$ cat src/hdl/tuner_i2c_pkg.sv
/*
 * Shared constants for the tuner two-wire slave port: register
 * offsets, status bit positions, counts and reset values.
 * Assumes nothing of its surroundings; imported by no one, used by
 * scoped names only.
 */
package tuner_i2c_pkg;

    // register bank geometry
    localparam int unsigned REG_COUNT  = 26;
    localparam int unsigned IDX_W      = 5;
    localparam int unsigned BYTE_W     = 8;
    localparam int unsigned FIFO_DEPTH = 8;
    localparam int unsigned FIFO_W     = IDX_W + BYTE_W;
    localparam logic [7:0]  REG_RESET  = 8'h00;

    // register offsets
    localparam logic [4:0] CHARGE_PUMP_CONTROL       = 5'h00;
    localparam logic [4:0] SYNTH_DIVIDER_LOW         = 5'h01;
    localparam logic [4:0] SYNTH_DIVIDER_HIGH        = 5'h02;
    localparam logic [4:0] TUNING_OFFSET_ONE         = 5'h03;
    localparam logic [4:0] TUNING_OFFSET_TWO         = 5'h04;
    localparam logic [4:0] FREQ_COUNTER_CTRL_A       = 5'h05;
    localparam logic [4:0] FREQ_COUNTER_CTRL_B       = 5'h06;
    localparam logic [4:0] UNUSED_SLOT_A             = 5'h07;
    localparam logic [4:0] SELECTIVITY_FILTER_CTRL   = 5'h08;
    localparam logic [4:0] ADJACENT_CHANNEL_CTRL     = 5'h09;
    localparam logic [4:0] MULTIPATH_CTRL            = 5'h0a;
    localparam logic [4:0] DEVIATION_CTRL            = 5'h0b;
    localparam logic [4:0] SOFT_MUTE_CTRL_A          = 5'h0c;
    localparam logic [4:0] SOFT_MUTE_CTRL_B          = 5'h0d;
    localparam logic [4:0] OSCILLATOR_REFERENCE_CTRL = 5'h0e;
    localparam logic [4:0] GAIN_CONTROL_SETTINGS     = 5'h0f;
    localparam logic [4:0] UNUSED_SLOT_B             = 5'h10;
    localparam logic [4:0] DEMODULATOR_ADJUST        = 5'h11;
    localparam logic [4:0] LEVEL_METER_CTRL          = 5'h12;
    localparam logic [4:0] IF_GAIN_CRYSTAL_ADJUST    = 5'h13;
    localparam logic [4:0] MIXER_TANK_ADJUST         = 5'h14;
    localparam logic [4:0] QUADRATURE_MIXER_ADJUST   = 5'h15;
    localparam logic [4:0] TEST_CONTROL_A            = 5'h16;
    localparam logic [4:0] TEST_CONTROL_B            = 5'h17;
    localparam logic [4:0] TEST_CONTROL_C            = 5'h18;
    localparam logic [4:0] TEST_CONTROL_D            = 5'h19;

    // status byte bit positions
    localparam int unsigned ST_FILTER_ON  = 0;
    localparam int unsigned ST_MID_BW     = 1;
    localparam int unsigned ST_MULTIPATH  = 2;
    localparam int unsigned ST_LOCKED     = 3;
    localparam int unsigned ST_LOW_FIELD  = 4;
    localparam int unsigned ST_ADJACENT   = 5;
    localparam int unsigned ST_STRONG_DEV = 6;
    localparam int unsigned ST_OVERDEV    = 7;

    // bits in one byte on the wire
    localparam logic [3:0] BITS_PER_BYTE = 4'h8;

    // serial state machine, one-hot
    typedef enum logic [8:0] {
        S_IDLE     = 9'h001,
        S_ADDR     = 9'h002,
        S_ADDR_ACK = 9'h004,
        S_SUB      = 9'h008,
        S_SUB_ACK  = 9'h010,
        S_DATA     = 9'h020,
        S_DATA_ACK = 9'h040,
        S_READ     = 9'h080,
        S_IGNORE   = 9'h100
    } serial_state_t;

endpackage

$ cat src/hdl/tuner_i2c_slave_port.sv
/*
 * Two-wire slave port of the tuner: serial engine, write FIFO,
 * control register bank and status readback, plus the FIFO module.
 * Assumes scl and sda arrive asynchronously and are sampled by
 * clk_sys well above the bus rate; the pad resolves open drain.
 */
//////////////////////////////////////////////////////////////////////
// Summary of operation
// - data changes only while clock is low
// - watch for start, ignore bus until then
// - stop ends transfer and returns to idle
// - receiver pulls data low on ninth pulse
// - data sampled on rising clock edge
// - upper six address bits match type code
// - seventh address bit comes from strap
// - address lsb: one reads, zero writes
// - acknowledge matching address, then read or write
// - write: next byte is word address, acknowledged
// - data bytes acknowledged, address auto increments
// - read returns exactly one status byte
// - status low half: filter, bandwidth, multipath, lock
// - status high half: field, adjacent, overdeviations
//////////////////////////////////////////////////////////////////////

// small synchronous FIFO with valid/ready on both sides
module tuner_write_fifo #(
    parameter int unsigned WIDTH = 13,
    parameter int unsigned DEPTH = 8
) (
    input  wire logic             clk_sys,
    input  wire logic             sys_rst,
    input  wire logic             in_valid,
    output logic                  in_ready,
    input  wire logic [WIDTH-1:0] in_data,
    output logic                  out_valid,
    input  wire logic             out_ready,
    output logic      [WIDTH-1:0] out_data
);
    localparam int unsigned PW = $clog2(DEPTH);

    logic [WIDTH-1:0] mem_q [DEPTH];
    logic [PW-1:0]    wr_q, wr_d, rd_q, rd_d;
    logic [PW:0]      cnt_q, cnt_d;
    logic             push, pop;

    // full and empty come straight from the occupancy count
    assign in_ready  = (cnt_q != (PW+1)'(DEPTH));
    assign out_valid = (cnt_q != '0);
    assign out_data  = mem_q[rd_q];
    assign push      = in_valid && in_ready;
    assign pop       = out_valid && out_ready;

    // pointer and count update
    always_comb begin
        wr_d  = push ? wr_q + 1'b1 : wr_q;
        rd_d  = pop ? rd_q + 1'b1 : rd_q;
        cnt_d = cnt_q;
        if (push && !pop) begin
            cnt_d = cnt_q + 1'b1;
        end else if (pop && !push) begin
            cnt_d = cnt_q - 1'b1;
        end
    end

    always_ff @(posedge clk_sys) begin
        if (sys_rst) begin
            wr_q  <= '0;
            rd_q  <= '0;
            cnt_q <= '0;
        end else begin
            wr_q  <= wr_d;
            rd_q  <= rd_d;
            cnt_q <= cnt_d;
        end
    end

    // storage needs no reset; only counted entries are ever read
    always_ff @(posedge clk_sys) begin
        if (push) begin
            mem_q[wr_q] <= in_data;
        end
    end
endmodule

//////////////////////////////////////////////////////////////////////

module tuner_i2c_slave_port #(
    // device type code; value is arbitrary
    parameter logic [5:0] DEVICE_TYPE = 6'h2a
) (
    input  wire logic         clk_sys,
    input  wire logic         sys_rst,
    input  wire logic         scl_in,
    input  wire logic         sda_in,
    output logic              sda_o,
    output logic              sda_oe_n,
    input  wire logic         addr_strap,
    input  wire logic         narrow_filter_on,
    input  wire logic         narrow_mid_bandwidth_select,
    input  wire logic         multipath_present_flag,
    input  wire logic         synth_locked,
    input  wire logic         below_mute_threshold,
    input  wire logic         adjacent_channel_present,
    input  wire logic         strong_overdeviation,
    input  wire logic         overdeviation,
    input  wire logic         bank_hold,
    output logic      [207:0] reg_bank
);
    localparam int unsigned FW = tuner_i2c_pkg::FIFO_W;

    logic [2:0] scl_sy, sda_sy;
    logic [1:0] strap_sy;
    logic [7:0] stat_m, status_s;
    logic       scl_rise, scl_fall, start_ev, stop_ev, own_strap;

    tuner_i2c_pkg::serial_state_t state_q, state_d;
    logic [3:0] cnt_q, cnt_d;
    logic [7:0] shift_q, shift_d, out_q, out_d;
    logic [4:0] sub_q, sub_d;
    logic       rw_q, rw_d, drive_q, drive_d, push, addr_hit;

    logic          fifo_in_ready, fifo_out_valid, fifo_out_ready;
    logic [FW-1:0] fifo_out_data;
    logic [207:0]  bank_q, bank_d;
    logic [4:0]    wr_idx;

    //////////////////////////////////////////////////////////////////
    // input synchronisers: stage 0 is read only by stage 1
    always_ff @(posedge clk_sys) begin
        scl_sy   <= {scl_sy[1:0], scl_in};
        sda_sy   <= {sda_sy[1:0], sda_in};
        strap_sy <= {strap_sy[0], addr_strap};
        stat_m   <= {overdeviation, strong_overdeviation,
                     adjacent_channel_present, below_mute_threshold,
                     synth_locked, multipath_present_flag,
                     narrow_mid_bandwidth_select, narrow_filter_on};
        status_s <= stat_m;
    end

    // strap is sampled on every clock, also while reset is held; reset never loads it
    always_ff @(posedge clk_sys) begin
        own_strap <= strap_sy[1];
    end

    // bus events from stages 1 and 2 only
    assign scl_rise = scl_sy[1] && !scl_sy[2];
    assign scl_fall = !scl_sy[1] && scl_sy[2];
    // data moving while clock high is framing, never data
    assign start_ev = scl_sy[1] && scl_sy[2] && !sda_sy[1] && sda_sy[2];
    assign stop_ev  = scl_sy[1] && scl_sy[2] && sda_sy[1] && !sda_sy[2];
    // address byte against type code and strap, lsb is direction
    assign addr_hit = (shift_q[7:1] == {DEVICE_TYPE, own_strap});

    // open drain: the line is only ever pulled low; clock never driven
    assign sda_o    = 1'b0;
    assign sda_oe_n = !drive_q;

    //////////////////////////////////////////////////////////////////
    // serial engine: bytes shift in on scl rise, line moves on scl fall
    always_comb begin
        state_d = state_q;
        cnt_d   = cnt_q;
        shift_d = shift_q;
        out_d   = out_q;
        sub_d   = sub_q;
        rw_d    = rw_q;
        drive_d = drive_q;
        push    = 1'b0;
        if (start_ev) begin
            state_d = tuner_i2c_pkg::S_ADDR;
            cnt_d   = '0;
            drive_d = 1'b0;
        end else if (stop_ev) begin
            state_d = tuner_i2c_pkg::S_IDLE;
            drive_d = 1'b0;
        end else begin
            case (state_q)
                tuner_i2c_pkg::S_ADDR,
                tuner_i2c_pkg::S_SUB,
                tuner_i2c_pkg::S_DATA: begin
                    if (scl_rise && cnt_q < tuner_i2c_pkg::BITS_PER_BYTE) begin
                        shift_d = {shift_q[6:0], sda_sy[1]};
                        cnt_d   = cnt_q + 1'b1;
                    end
                    if (scl_fall && cnt_q == tuner_i2c_pkg::BITS_PER_BYTE) begin
                        cnt_d = '0;
                        if (state_q == tuner_i2c_pkg::S_ADDR) begin
                            if (addr_hit) begin
                                state_d = tuner_i2c_pkg::S_ADDR_ACK;
                                drive_d = 1'b1;
                                rw_d    = shift_q[0];
                            end else begin
                                state_d = tuner_i2c_pkg::S_IGNORE;
                            end
                        end else if (state_q == tuner_i2c_pkg::S_SUB) begin
                            sub_d   = shift_q[4:0];
                            state_d = tuner_i2c_pkg::S_SUB_ACK;
                            drive_d = 1'b1;
                        end else if (fifo_in_ready) begin
                            push    = 1'b1;
                            sub_d   = sub_q + 1'b1;
                            state_d = tuner_i2c_pkg::S_DATA_ACK;
                            drive_d = 1'b1;
                        end else begin
                            // full FIFO: refuse the byte with a nack
                            state_d = tuner_i2c_pkg::S_IGNORE;
                        end
                    end
                end
                tuner_i2c_pkg::S_ADDR_ACK: begin
                    if (scl_fall && rw_q) begin
                        state_d = tuner_i2c_pkg::S_READ;
                        out_d   = status_s;
                        drive_d = !status_s[7];
                        cnt_d   = 4'h1;
                    end else if (scl_fall) begin
                        state_d = tuner_i2c_pkg::S_SUB;
                        drive_d = 1'b0;
                    end
                end
                tuner_i2c_pkg::S_SUB_ACK,
                tuner_i2c_pkg::S_DATA_ACK: begin
                    if (scl_fall) begin
                        state_d = tuner_i2c_pkg::S_DATA;
                        drive_d = 1'b0;
                    end
                end
                tuner_i2c_pkg::S_READ: begin
                    if (scl_fall && cnt_q == tuner_i2c_pkg::BITS_PER_BYTE) begin
                        // one byte only; master's ack slot left free
                        state_d = tuner_i2c_pkg::S_IGNORE;
                        drive_d = 1'b0;
                    end else if (scl_fall) begin
                        out_d   = {out_q[6:0], 1'b0};
                        drive_d = !out_q[6];
                        cnt_d   = cnt_q + 1'b1;
                    end
                end
                default: begin
                    drive_d = 1'b0;
                end
            endcase
        end
    end

    always_ff @(posedge clk_sys) begin
        if (sys_rst) begin
            state_q <= tuner_i2c_pkg::S_IDLE;
            cnt_q   <= '0;
            shift_q <= '0;
            out_q   <= '0;
            sub_q   <= '0;
            rw_q    <= 1'b0;
            drive_q <= 1'b0;
        end else begin
            state_q <= state_d;
            cnt_q   <= cnt_d;
            shift_q <= shift_d;
            out_q   <= out_d;
            sub_q   <= sub_d;
            rw_q    <= rw_d;
            drive_q <= drive_d;
        end
    end

    //////////////////////////////////////////////////////////////////
    // write FIFO decouples the bus from a stalled register bank
    tuner_write_fifo #(
        .WIDTH (FW),
        .DEPTH (tuner_i2c_pkg::FIFO_DEPTH)
    ) u_fifo (
        .clk_sys   (clk_sys),
        .sys_rst   (sys_rst),
        .in_valid  (push),
        .in_ready  (fifo_in_ready),
        .in_data   ({sub_q, shift_q}),
        .out_valid (fifo_out_valid),
        .out_ready (fifo_out_ready),
        .out_data  (fifo_out_data)
    );

    assign fifo_out_ready = !bank_hold;
    assign wr_idx         = fifo_out_data[FW-1:8];

    // register bank; void slots and indices past the end are dropped
    always_comb begin
        bank_d = bank_q;
        if (fifo_out_valid && fifo_out_ready
            && wr_idx != tuner_i2c_pkg::UNUSED_SLOT_A
            && wr_idx != tuner_i2c_pkg::UNUSED_SLOT_B
            && 32'(wr_idx) < tuner_i2c_pkg::REG_COUNT) begin
            bank_d[wr_idx*8 +: 8] = fifo_out_data[7:0];
        end
    end

    always_ff @(posedge clk_sys) begin
        if (sys_rst) begin
            bank_q <= {tuner_i2c_pkg::REG_COUNT{tuner_i2c_pkg::REG_RESET}};
        end else begin
            bank_q <= bank_d;
        end
    end

    assign reg_bank = bank_q;

    //////////////////////////////////////////////////////////////////
    // checks
    property p_start_enters_addr;
        @(posedge clk_sys) disable iff (sys_rst)
        start_ev |=> state_q == tuner_i2c_pkg::S_ADDR && !drive_q;
    endproperty
    a_start_enters_addr: assert property (p_start_enters_addr)
        else $error("start did not enter address phase");

    property p_stop_idles;
        @(posedge clk_sys) disable iff (sys_rst)
        stop_ev && !start_ev |=> state_q == tuner_i2c_pkg::S_IDLE
            ##1 sda_oe_n;
    endproperty
    a_stop_idles: assert property (p_stop_idles)
        else $error("stop did not return to idle");

    property p_ack_held;
        @(posedge clk_sys) disable iff (sys_rst)
        state_q == tuner_i2c_pkg::S_SUB_ACK && !scl_fall
            && !start_ev && !stop_ev
            |=> state_q == tuner_i2c_pkg::S_SUB_ACK && !sda_oe_n;
    endproperty
    a_ack_held: assert property (p_ack_held)
        else $error("ack not held through ninth clock");

    property p_sample_rise;
        @(posedge clk_sys) disable iff (sys_rst)
        scl_rise && !start_ev && !stop_ev && cnt_q < 4'h8
            && state_q == tuner_i2c_pkg::S_DATA
            |=> shift_q[0] == $past(sda_sy[1]);
    endproperty
    a_sample_rise: assert property (p_sample_rise)
        else $error("bit not sampled on clock rise");

    property p_addr_match;
        @(posedge clk_sys) disable iff (sys_rst)
        state_q == tuner_i2c_pkg::S_ADDR && scl_fall && cnt_q == 4'h8
            && !start_ev && !stop_ev
            && shift_q[7:1] == {DEVICE_TYPE, own_strap}
            |=> state_q == tuner_i2c_pkg::S_ADDR_ACK && !sda_oe_n;
    endproperty
    a_addr_match: assert property (p_addr_match)
        else $error("matching address not acknowledged");

    property p_mismatch_quiet;
        @(posedge clk_sys) disable iff (sys_rst)
        state_q == tuner_i2c_pkg::S_IGNORE |-> sda_oe_n;
    endproperty
    a_mismatch_quiet: assert property (p_mismatch_quiet)
        else $error("line driven while ignoring bus");

    property p_read_dir;
        @(posedge clk_sys) disable iff (sys_rst)
        state_q == tuner_i2c_pkg::S_ADDR_ACK && scl_fall && rw_q
            && !start_ev && !stop_ev
            |=> state_q == tuner_i2c_pkg::S_READ
                && out_q == $past(status_s)
                && sda_oe_n == $past(status_s[7]);
    endproperty
    a_read_dir: assert property (p_read_dir)
        else $error("read did not load status byte");

    property p_sub_incr;
        @(posedge clk_sys) disable iff (sys_rst)
        push |=> sub_q == $past(sub_q) + 5'h01;
    endproperty
    a_sub_incr: assert property (p_sub_incr)
        else $error("word address did not advance");

    property p_void_slot;
        @(posedge clk_sys) disable iff (sys_rst)
        fifo_out_valid && fifo_out_ready
            && wr_idx == tuner_i2c_pkg::UNUSED_SLOT_B
            |=> $stable(reg_bank);
    endproperty
    a_void_slot: assert property (p_void_slot)
        else $error("write to void slot changed bank");

    c_write: cover property (@(posedge clk_sys) push);
    c_read: cover property (@(posedge clk_sys)
        state_q == tuner_i2c_pkg::S_READ);
    c_ignore: cover property (@(posedge clk_sys)
        state_q == tuner_i2c_pkg::S_IGNORE);
endmodule

$ cat config.mk
export PLATFORM = sky130hd
export DESIGN_NAME = tuner_i2c_slave_port
export DESIGN_NICKNAME = d
export VERILOG_FILES = /design/src/hdl/tuner_i2c_pkg.sv /design/src/hdl/tuner_i2c_slave_port.sv
export SDC_FILE = /design/constraint.sdc
export NUM_CORES = 1
export LEC_CHECK = 0
export BUFFER_PORTS_ARGS = -buffer_cell sky130_fd_sc_hd__buf_2
export CORE_MARGIN = 2
export CORE_UTILIZATION = 31
export CTS_BUF_LIST = sky130_fd_sc_hd__clkbuf_8
export DETAILED_ROUTE_END_ITERATION = 8
export GPL_TIMING_DRIVEN = 0
export PLACE_DENSITY_LB_ADDON = 0.25
export RECOVER_POWER = 50
export REMOVE_ABC_BUFFERS = 1
export SLEW_MARGIN = 20
export SYNTH_ARGS = -nofsm -noshare
export SYNTH_HDL_FRONTEND = slang
export SYNTH_SLANG_ARGS = --single-unit
export TNS_END_PERCENT = 5
$ cat constraint.sdc
create_clock -name clk_sys -period 6.2 [get_ports clk_sys]
set_input_delay 0.62 -clock clk_sys [delete_from_list [all_inputs] [get_ports clk_sys]]
set_output_delay 0.62 -clock clk_sys [all_outputs]
set_load 0.02 [all_outputs]
==> results of run 1 <==
==> per-stage QoR <==
step / instance area [µm²] / total power [W] / util [%] / hold WS, ps
finish: 19040 / 0.006093 / 37.19 / 94.77
global route: 19040 / 0.006368 / 37.18 / 56.40
CTS: 19320 / 0.006195 / 37.74 / 34.40
detailed placement: 17820 / 0.003593 / 34.81 / 313.8
global placement: 17550 / 0.003539 / 34.28 / 310.8
floorplan: 15590 / 0.003267 / - / 309.6
==> worst max-delay path: cells and delay by family, from the launching register on <==
family / cells / cell delay [ps]
AO/OA/AOI/OAI: 1 / 440
flip-flops: 1 / 940
AND/OR/NAND/NOR: 4 / 2420
adder cells (fa/ha/maj): 2 / 580
multiplexers: 3 / 920
==> worst paths after layout <==
| path | cells past startpoint | slack, ps | start | end |
|---|---|---|---|---|
| worst max-delay path | 10 | 770 | flip-flop | reg_bank[73] |
| worst min-delay path | 1 | 90 | adjacent_channel_present | stat_m[5] |
| worst max register to register | 10 | 770 | flip-flop | reg_bank[73] |
| worst min register to register | 0 | 320 | stat_m[7] | status_s[7] |
==> flip-flops by register name (all words and copies together), names as in the netlist, 2 cells and up, named ones only <==
name and count:
cnt_q 4, out_q 7, reg_bank 208, scl_sy 3, sda_sy 3, shift_q 8, stat_m 8, state_q 9
status_s 8, strap_sy 2, sub_q 5, u_fifo.cnt_q 4, u_fifo.mem_q 104, u_fifo.rd_q 3, u_fifo.wr_q 3
==> placed cells by master, fill, tap and decap left out, drive strengths merged, types with 5 or more instances in the layout <==
| cell type | count |
|---|---|
| nand2 | 60 |
| xor2 | 5 |
| dfxtp | 281 |
| nor2b | 5 |
| clkinv | 12 |
| inv | 34 |
| a211oi | 5 |
| xnor2 | 6 |
| nand3 | 55 |
| nor3 | 7 |
| mux2i | 221 |
| and2 | 7 |
| bufinv | 6 |
| nand4 | 16 |
| and4b | 9 |
| buf | 25 |
| nor4 | 10 |
| nand2b | 210 |
| mux4 | 26 |
| a21oi | 28 |
| a311oi | 6 |
| nand3b | 9 |
| ha | 12 |
| nor2 | 56 |
| mux2 | 10 |
| edfxtp | 104 |
| clkbuf | 292 |
| o21ai | 20 |
| nand4b | 8 |
==> metal layers <==
metal | track usage, % | vias to the layer above
met1 | 20.20 | 5273
li1 | - | 5194
met4 | 4.637 | 0
met2 | 25.59 | 259
met5 | 0 | -
met3 | 3.125 | 51
==> kinds of logic (layout without fill, tap and decap cells) <==
family          Yosys count  in the layout  synth area share [%]
simple gates            473            473                 18.36
xor+xnor                 11             11                0.6015
compound gates           88             88                 3.773
flops                   385            385                 54.62
fa+ha+maj                13             13                 1.062
other cells               1              2               0.02341
buf+inv                  85            370                 2.898
mux                     257            257                 18.66
==> cell type report <==
| type | instances | area [µm²] | area share, % |
|---|---|---|---|
| Antenna cell | 1 | 2.502 | 0.01314 |
| Clock buffer | 83 | 1142 | 6.000 |
| Clock inverter | 43 | 356.6 | 1.873 |
| Inverter | 10 | 37.54 | 0.1971 |
| Multi-Input combinational cell | 843 | 6850 | 35.98 |
| Sequential cell | 385 | 8751 | 45.96 |
| Tap cell | 680 | 850.8 | 4.469 |
| Timing Repair Buffer | 234 | 1049 | 5.507 |
==> cell usage after synthesis (5+ instances only) <==
library cell,n
dfxtp_1,281
mux2i_1,217
nand2b_1,210
edfxtp_1,104
nand2_1,60
nor2_1,56
clkbuf_1,46
nand3_1,46
a21oi_1,27
o21ai_0,18
mux4_2,17
buf_6,12
ha_1,12
and4b_1,9
mux2_2,9
mux4_1,9
nand3_4,9
nand3b_1,9
nand4_1,9
buf_2,8
inv_1,8
nand4b_1,8
and2_1,7
nand4_4,7
nor3_1,7
a311oi_1,6
nor4_1,6
xnor2_1,6
nor2b_1,5
xor2_1,5
==> power groups by stage <==
stage          logic [W]  clock network, W  registers [W]
2_1_floorplan   0.000565                 0        0.00270
6_report        0.000880           0.00257        0.00265
5_1_grt         0.000952           0.00276        0.00265
4_1_cts         0.000895           0.00265        0.00265
3_5_place_dp    0.000892                 0        0.00270
3_3_place_gp    0.000818                 0        0.00272
==> results.cfg, run 1 <==
[outcome]
outcome = finished, final reports clean

[setup_path]
cp_slowest_cell = nand4b_1
worst-endpoint-required_ps = 6720
worstPathCellList = mux4_2 > mux2i_4 > ha_1 > and3_1 > ha_1 > nor3_1 > o41a_1 > and3b_1 > nand4b_1 > mux2i_1
setup.worst_path.start_class = flip-flop
path_class = reg2reg
cp-end-kind = flip-flop
critPathArrivalTime_ps = 5950
crit_fanout = 18
critPathMaxStageDelay_ps = 980
worst_path_most_repeated_cell = ha_1

[global_routing]
all_layer_global_routing_usage_pct = 15.42
pin_count_of_the_biggest_net_entering_global_routing = 157
global_route_wire_length_before_repair_um = 64180
antenna_found_initial = 0
grt_pass1_vias = 11108
globalRouteOverflowTotal = 0

[power_and_ir_drop]
p_sw_w = 0.001715
power.leakage_nw = 7.334
switching_share_pct = 28.15
power_report.internal_total_w = 0.004377
pwr-share-comb_pct = 14.4
fraction_of_power_consumed_by_sequential_logic_pct = 43.4
ir_drop_mv = 0.1380
clkPwrFrac_pct = 42.1
power.density_nw_per_um2 = 320.0

[cells_and_area]
fin_cells = 2279
syn_to_final_growth_pct = 18.86
layout-drive-gt1-share_pct = 12.58
n_fill_cell = 5111
final_nets = 1572

[placement]
globalplace.congestion = 0.7737
io_buffers = 222
post-place-cells = 2152
dp_hpwl_um = 27660
worst_setup_slack_before_clock_tree_synthesis_ps = 785.0

[timing]
final-max-slew-violation-count = 0
fin_ws_ps = 771.9
tns_ps = 0
hold_viol_final = 0
skew_ps = 28.57
final_setup_violations = 0
tightest_slew_ps = 1372
fin_crit_ps = 5428
slew_headroom_pct = 7.684
clock.fmax_mhz = 184.2
final_min_period_over_clock_period_pct = 87.55
grt_setup_unrepaired = no

[logic_synthesis]
area_of_the_mapped_netlist_um2 = 16020
ys_seq_elements = 385
avgSynthCellArea_um2 = 12.20
synth.area.top_cells = dfxtp_1, edfxtp_1, mux2i_1, nand2b_1, mux4_2
synthDistinctLibCells = 76
synth-edff-count = 104
synth_top_cell_area_share_pct = 35.12
synth.yosys.warnings = 0
synth_top_flop_cell = dfxtp_1
synth_cells = 1313
synthDominantAreaCellType = dfxtp_1
ys_seq_area_share_pct = 54.62
ys_async_sr_fraction_pct = 0

[floorplan]
die_h_um = 231.3
core_region_area_um2 = 51200
floorplan.die.width_um = 231.3
num_rows = 83
die_area_um2 = 53500
initial_utilization_pct = 31.29
num_io_pins = 224

[drt]
met2RoutedLength_um = 19860
vias_per_cell = 4.729
wl_met1_um = 19390
drt_drc_violations_left = 0
drt-wirelength-per-cell_um = 18.35
routed_wl_um = 41830
dr.max_layer_used = met4
routed-via-count = 10777
detailroute.wirelength.met3_um = 1967
drt-pass1-iter-count = 5
first_iter_violations = 458
ant_nets = 0

[clock_network]
cts.repair.resized = 0
cts_bufs_inserted = 71
clk_root_buffer_cell = clkbuf_8
clock_tree.buffer_depth = 3
cts_hold_buf = 0
clkLatencyLatePin_ps = 630
htree_levels = 3
clock-sinks = 385
cts_tree = yes
cts_post_setup_buffers_inserted = 0
clk_pin_slew_worst_paths_ps = 60

[run]
number_of_max_cap_violations = 0

[worst_hold_path]
type_of_the_worst_min_delay_path = in2reg
(Power assumes the default switching activity.)
==> run 2, diff against run 1 <==
- CELL_PAD_IN_SITES_DETAIL_PLACEMENT: unset -> 0
- CELL_PAD_IN_SITES_GLOBAL_PLACEMENT: unset -> 2
- CORE_UTILIZATION: 31 -> 43
==> run 2 against run 1 <==
- clock skew down 2.2 ps
- die area down 27%
- via count down 1.1%
- flip-flop and latch count unchanged
- maximum frequency up 5.8%
- worst hold slack better by 31 ps
- clock-buffer cell count down 6
- critical path depth unchanged
- global-route usage up 5.1 points
- utilization up 14 points
- first-iteration DRC count up 26%
==> results.cfg, run 2 (synthesis results as in run 1) <==
[floorplan]
core_region_area_um2 = 36610
initial_utilization_pct = 43.75
num_io_pins = 224
die_h_um = 197.0
die_area_um2 = 38810
num_rows = 70
floorplan.die.width_um = 197.0

[drt]
vias_per_cell = 5.181
ant_nets = 0
drt-pass1-iter-count = 5
drt_drc_violations_left = 0
routed-via-count = 10657
drt-wirelength-per-cell_um = 19.45
routed_wl_um = 40020
first_iter_violations = 578

[placement]
globalplace.congestion = 0.7565
io_buffers = 222
dp_hpwl_um = 26040
placement.cell_area_um2 = 17510

[outcome]
outcome = finished, final reports clean

[timing]
final_min_period_over_clock_period_pct = 82.74
fin_hold_ws_ps = 125.9
final-max-slew-violation-count = 0
clock.fmax_mhz = 194.9
final_setup_violations = 0
skew_ps = 26.34
fin_crit_ps = 5130
slew_headroom_pct = 7.887
hold_viol_final = 0
tightest_slew_ps = 1369
grt_setup_unrepaired = no
tns_ps = 0

[power_and_ir_drop]
p_total_w = 0.005795
ir_drop_mv = 0.1934
power.leakage_nw = 7.215
power.density_nw_per_um2 = 312.2

[global_routing]
pin_count_of_the_biggest_net_entering_global_routing = 137
global_route_wire_length_before_repair_um = 61350
globalRouteOverflowTotal = 0
grt_pass1_vias = 10585
all_layer_global_routing_usage_pct = 20.52
antenna_found_initial = 0

[clock_network]
cts_hold_buf = 0
cts_bufs_inserted = 67
clkLatencyLatePin_ps = 610
cts.repair.resized = 0
clk_pin_slew_worst_paths_ps = 60
clock_tree.buffer_depth = 3
cts_post_setup_buffers_inserted = 0
cts_tree = yes
htree_levels = 3
clock-sinks = 385
clk_root_buffer_cell = clkbuf_8

[cells_and_area]
final_cell_mix = dfxtp_1, mux2i_1, nand2b_1
layout-drive-gt1-share_pct = 11.96
layout.cells.most_common = dfxtp_1
final_nets = 1565
syn_to_final_growth_pct = 15.86
core_utilization_of_the_finished_layout_pct = 50.69
n_antenna_cell = 0
number_of_flip_flops_under_the_largest_register_name = 208
n_fill_cell = 3445
finish.instance_area_um2 = 18560

[setup_path]
cp-end-kind = flip-flop
setup.worst_path.start_class = flip-flop
path_class = reg2reg
crit_fanout = 18
critPathArrivalTime_ps = 5630
worst-endpoint-required_ps = 6700

[run]
number_of_max_cap_violations = 0

[worst_hold_path]
type_of_the_worst_min_delay_path = in2reg
-- run 2: cell type report --
| type | count | area (µm²) | area share (%) |
|---|---|---|---|
| clock buffer | 77 | 1060 | 5.710 |
| clock inverter | 43 | 276.5 | 1.490 |
| inverter | 10 | 37.54 | 0.2023 |
| multi-input combinational | 843 | 6850 | 36.91 |
| sequential | 385 | 8751 | 47.15 |
| tap | 468 | 585.6 | 3.155 |
| timing repair buffer | 231 | 998.5 | 5.380 |
-- run 2: per-layer routing --
metal,up-vias,global-route usage (%),part of all wire (%)
met5,-,0,0
met4,0,6.628,2.3
met3,66,4.004,4.3
met2,237,34.13,48
met1,5186,26.97,46
li1,5168,-,-
-- run 2: stage by stage --
stage / std cells / setup slack, ps
5_1_grt: 2057 / 697.8
3_5_place_dp: 1937 / 1037
3_3_place_gp: 1928 / 326.4
6_report: 2057 / 1070
2_1_floorplan: 1238 / 1678
4_1_cts: 2057 / 1014
-- run 2: final timing paths --
kind | to | start | cells after the start | slack [ps]
max | reg_bank[9] | flip-flop | 10 | 1070
min | strap_sy[0] | addr_strap | 1 | 130
max reg2reg | reg_bank[9] | flip-flop | 10 | 1070
min reg2reg | status_s[6] | stat_m[6] | 0 | 310
-- run 2: power by group --
part	total (W)	internal [W]	leakage, nW	switching [W]
Combinational	0.000859	0.000286	3.23	0.000572
Sequential	0.00264	0.00260	3.24	0.0000390
Clock	0.00230	0.00126	0.751	0.00104
-- run 2: critical path, cell delays in order (launching register included) --
cell,delay (ps)
dfxtp_1,970
mux4_2,430
mux2i_4,130
ha_1,360
and3_1,230
ha_1,180
nor3_1,180
o41a_1,440
and3b_1,900
nand4b_1,830
mux2i_1,370
==> run 3, diff against run 2 <==
- CORE_UTILIZATION: 43 -> 36
- clock period: 6.2 -> 4.1 ns (I/O delays scaled with it)
==> run 3 against run 2 <==
- critical path depth decreased by 2
- highest routed layer unchanged
- combinational power rose by 61%
- maximum frequency is 34% higher
- die area grew 19%
- power grew 56%
- flip-flop and latch count is the same
- setup slack got worse by 800 ps
- utilization fell by 7.4 points
- sequential power is 52% higher
- sequential share of layout area decreased by 1.2 points
- clock power grew 60%
- non-clock buffer count rose by 20
==> results.cfg, run 3 (synthesis results as in run 1) <==
[run]
number_of_max_cap_violations = 0

[timing]
hold_viol_final = 0
tightest_slew_ps = 979.2
grt_setup_unrepaired = no
final-max-slew-violation-count = 0
tns_ps = 0
clock.fmax_mhz = 260.8
slew_headroom_pct = 34.59
fin_crit_ps = 3834
skew_ps = 22.48
final_min_period_over_clock_period_pct = 93.51
final_setup_violations = 0
fin_ws_ps = 266.2

[drt]
ant_nets = 0
drt_drc_violations_left = 0
vias_per_cell = 4.907
drt-pass1-iter-count = 5
first_iter_violations = 564
routed-via-count = 10825
drt-wirelength-per-cell_um = 19.17
routed_wl_um = 42300

[power_and_ir_drop]
power.density_nw_per_um2 = 475.1
power_report.internal_total_w = 0.006493
ir_drop_mv = 0.2289
fraction_of_power_consumed_by_sequential_logic_pct = 44.2
p_sw_w = 0.002568
pwr-share-comb_pct = 15.3
power.leakage_nw = 7.368
clkPwrFrac_pct = 40.5
switching_share_pct = 28.34

[cells_and_area]
area.sequential_um2 = 8755
number_of_flip_flops_under_the_largest_register_name = 208
layout.cells.most_common = dfxtp_1
syn_to_final_growth_pct = 19.06
final_cell_mix = dfxtp_1, mux2i_1, nand2b_1
layout-drive-gt1-share_pct = 13.82
final_nets = 1587
fin_cells = 2206
combined_area_of_the_multi_input_logic_cells_um2 = 6908
n_fill_cell = 4251
n_antenna_cell = 0

[setup_path]
critPathArrivalTime_ps = 4360
crit_fanout = 14
cp-end-kind = flip-flop
worst-endpoint-required_ps = 4620
setup.worst_path.start_class = flip-flop
path_class = reg2reg

[placement]
worst_setup_slack_before_clock_tree_synthesis_ps = -1034
dp_hpwl_um = 27670
globalplace.congestion = 0.7902
io_buffers = 222
post-place-cells = 2063

[clock_network]
clkLatencyLatePin_ps = 620
cts_bufs_inserted = 69
cts_tree = yes
clock_tree.buffer_depth = 3
clock-sinks = 385
clk_pin_slew_worst_paths_ps = 60
htree_levels = 3
clk_root_buffer_cell = clkbuf_8

[floorplan]
core_region_area_um2 = 44030
num_rows = 77
initial_utilization_pct = 36.38
floorplan.die.width_um = 214.9
die_area_um2 = 46200
num_io_pins = 224
die_h_um = 214.9

[global_routing]
globalRouteOverflowTotal = 0
grt_pass1_vias = 10618
pin_count_of_the_biggest_net_entering_global_routing = 152
all_layer_global_routing_usage_pct = 18.05
global_route_wire_length_before_repair_um = 64630
antenna_found_initial = 0

[worst_hold_path]
min-delay-start = sys_rst
type_of_the_worst_min_delay_path = in2reg

[outcome]
outcome = finished, final reports clean
==> run 3: path summary, 6_finish.rpt <==
| kind | to | slack [ps] | cells past startpoint |
|---|---|---|---|
| worst min register to register | scl_sy[1] | 320 | 0 |
| worst max-delay path | reg_bank[61] | 270 | 8 |
| worst min-delay path | rw_q | 240 | 2 |
| worst max register to register | reg_bank[61] | 270 | 8 |
==> run 3: cell type report <==
class	instances	share of cell area [%]
Clock inverter	37	1.148
Tap cell	592	3.884
Multi-Input combinational cell	843	36.22
Sequential cell	385	45.91
Clock buffer	88	6.351
Timing Repair Buffer	251	6.292
Inverter	10	0.1968
==> run 3: timing repair <==
action,CTS,global route
setup endpoints to repair,200,72
resized for setup,15,3
hold endpoints to repair,11,0
cloned,0,0
buffers inserted,3,4
pin swaps,2,0
hold buffers,11,0
==> run 3: critical path: stages (launching register included) <==
cell,delay (ps)
dfxtp_4,520
buf_16,200
mux4_2,550
mux2i_4,290
ha_1,460
o211ai_2,270
a211oi_4,640
and4b_2,560
mux2i_1,230
==> run 3: layer usage <==
metal / global-route usage [%] / vias up / routed length [µm]
li1: - / 5224 / -
met1: 24.21 / 5304 / 19450
met2: 29.16 / 253 / 19840
met3: 3.892 / 44 / 2318
met4: 5.579 / 0 / 678
met5: 0 / - / 0
==> run 3: power groups by stage <==
stage	logic, W	clock network, W	registers, W
global route	0.00149	0.00398	0.00402
CTS	0.00135	0.00380	0.00401
detailed placement	0.00132	0	0.00409
floorplan	0.000854	0	0.00409
finish	0.00138	0.00367	0.00401
global placement	0.00125	0	0.00411
==> run 3: stage by stage <==
stage | utilization (%) | power [W] | hold slack, ps | area, µm²
2_1_floorplan | - | 0.004940 | 309.6 | 15590
3_3_place_gp | 39.62 | 0.005363 | 311.5 | 17440
3_5_place_dp | 40.14 | 0.005413 | 312.1 | 17670
4_1_cts | 43.76 | 0.009165 | 213.0 | 19270
5_1_grt | 43.31 | 0.009485 | 242.3 | 19070
6_report | 43.31 | 0.009061 | 240.2 | 19070
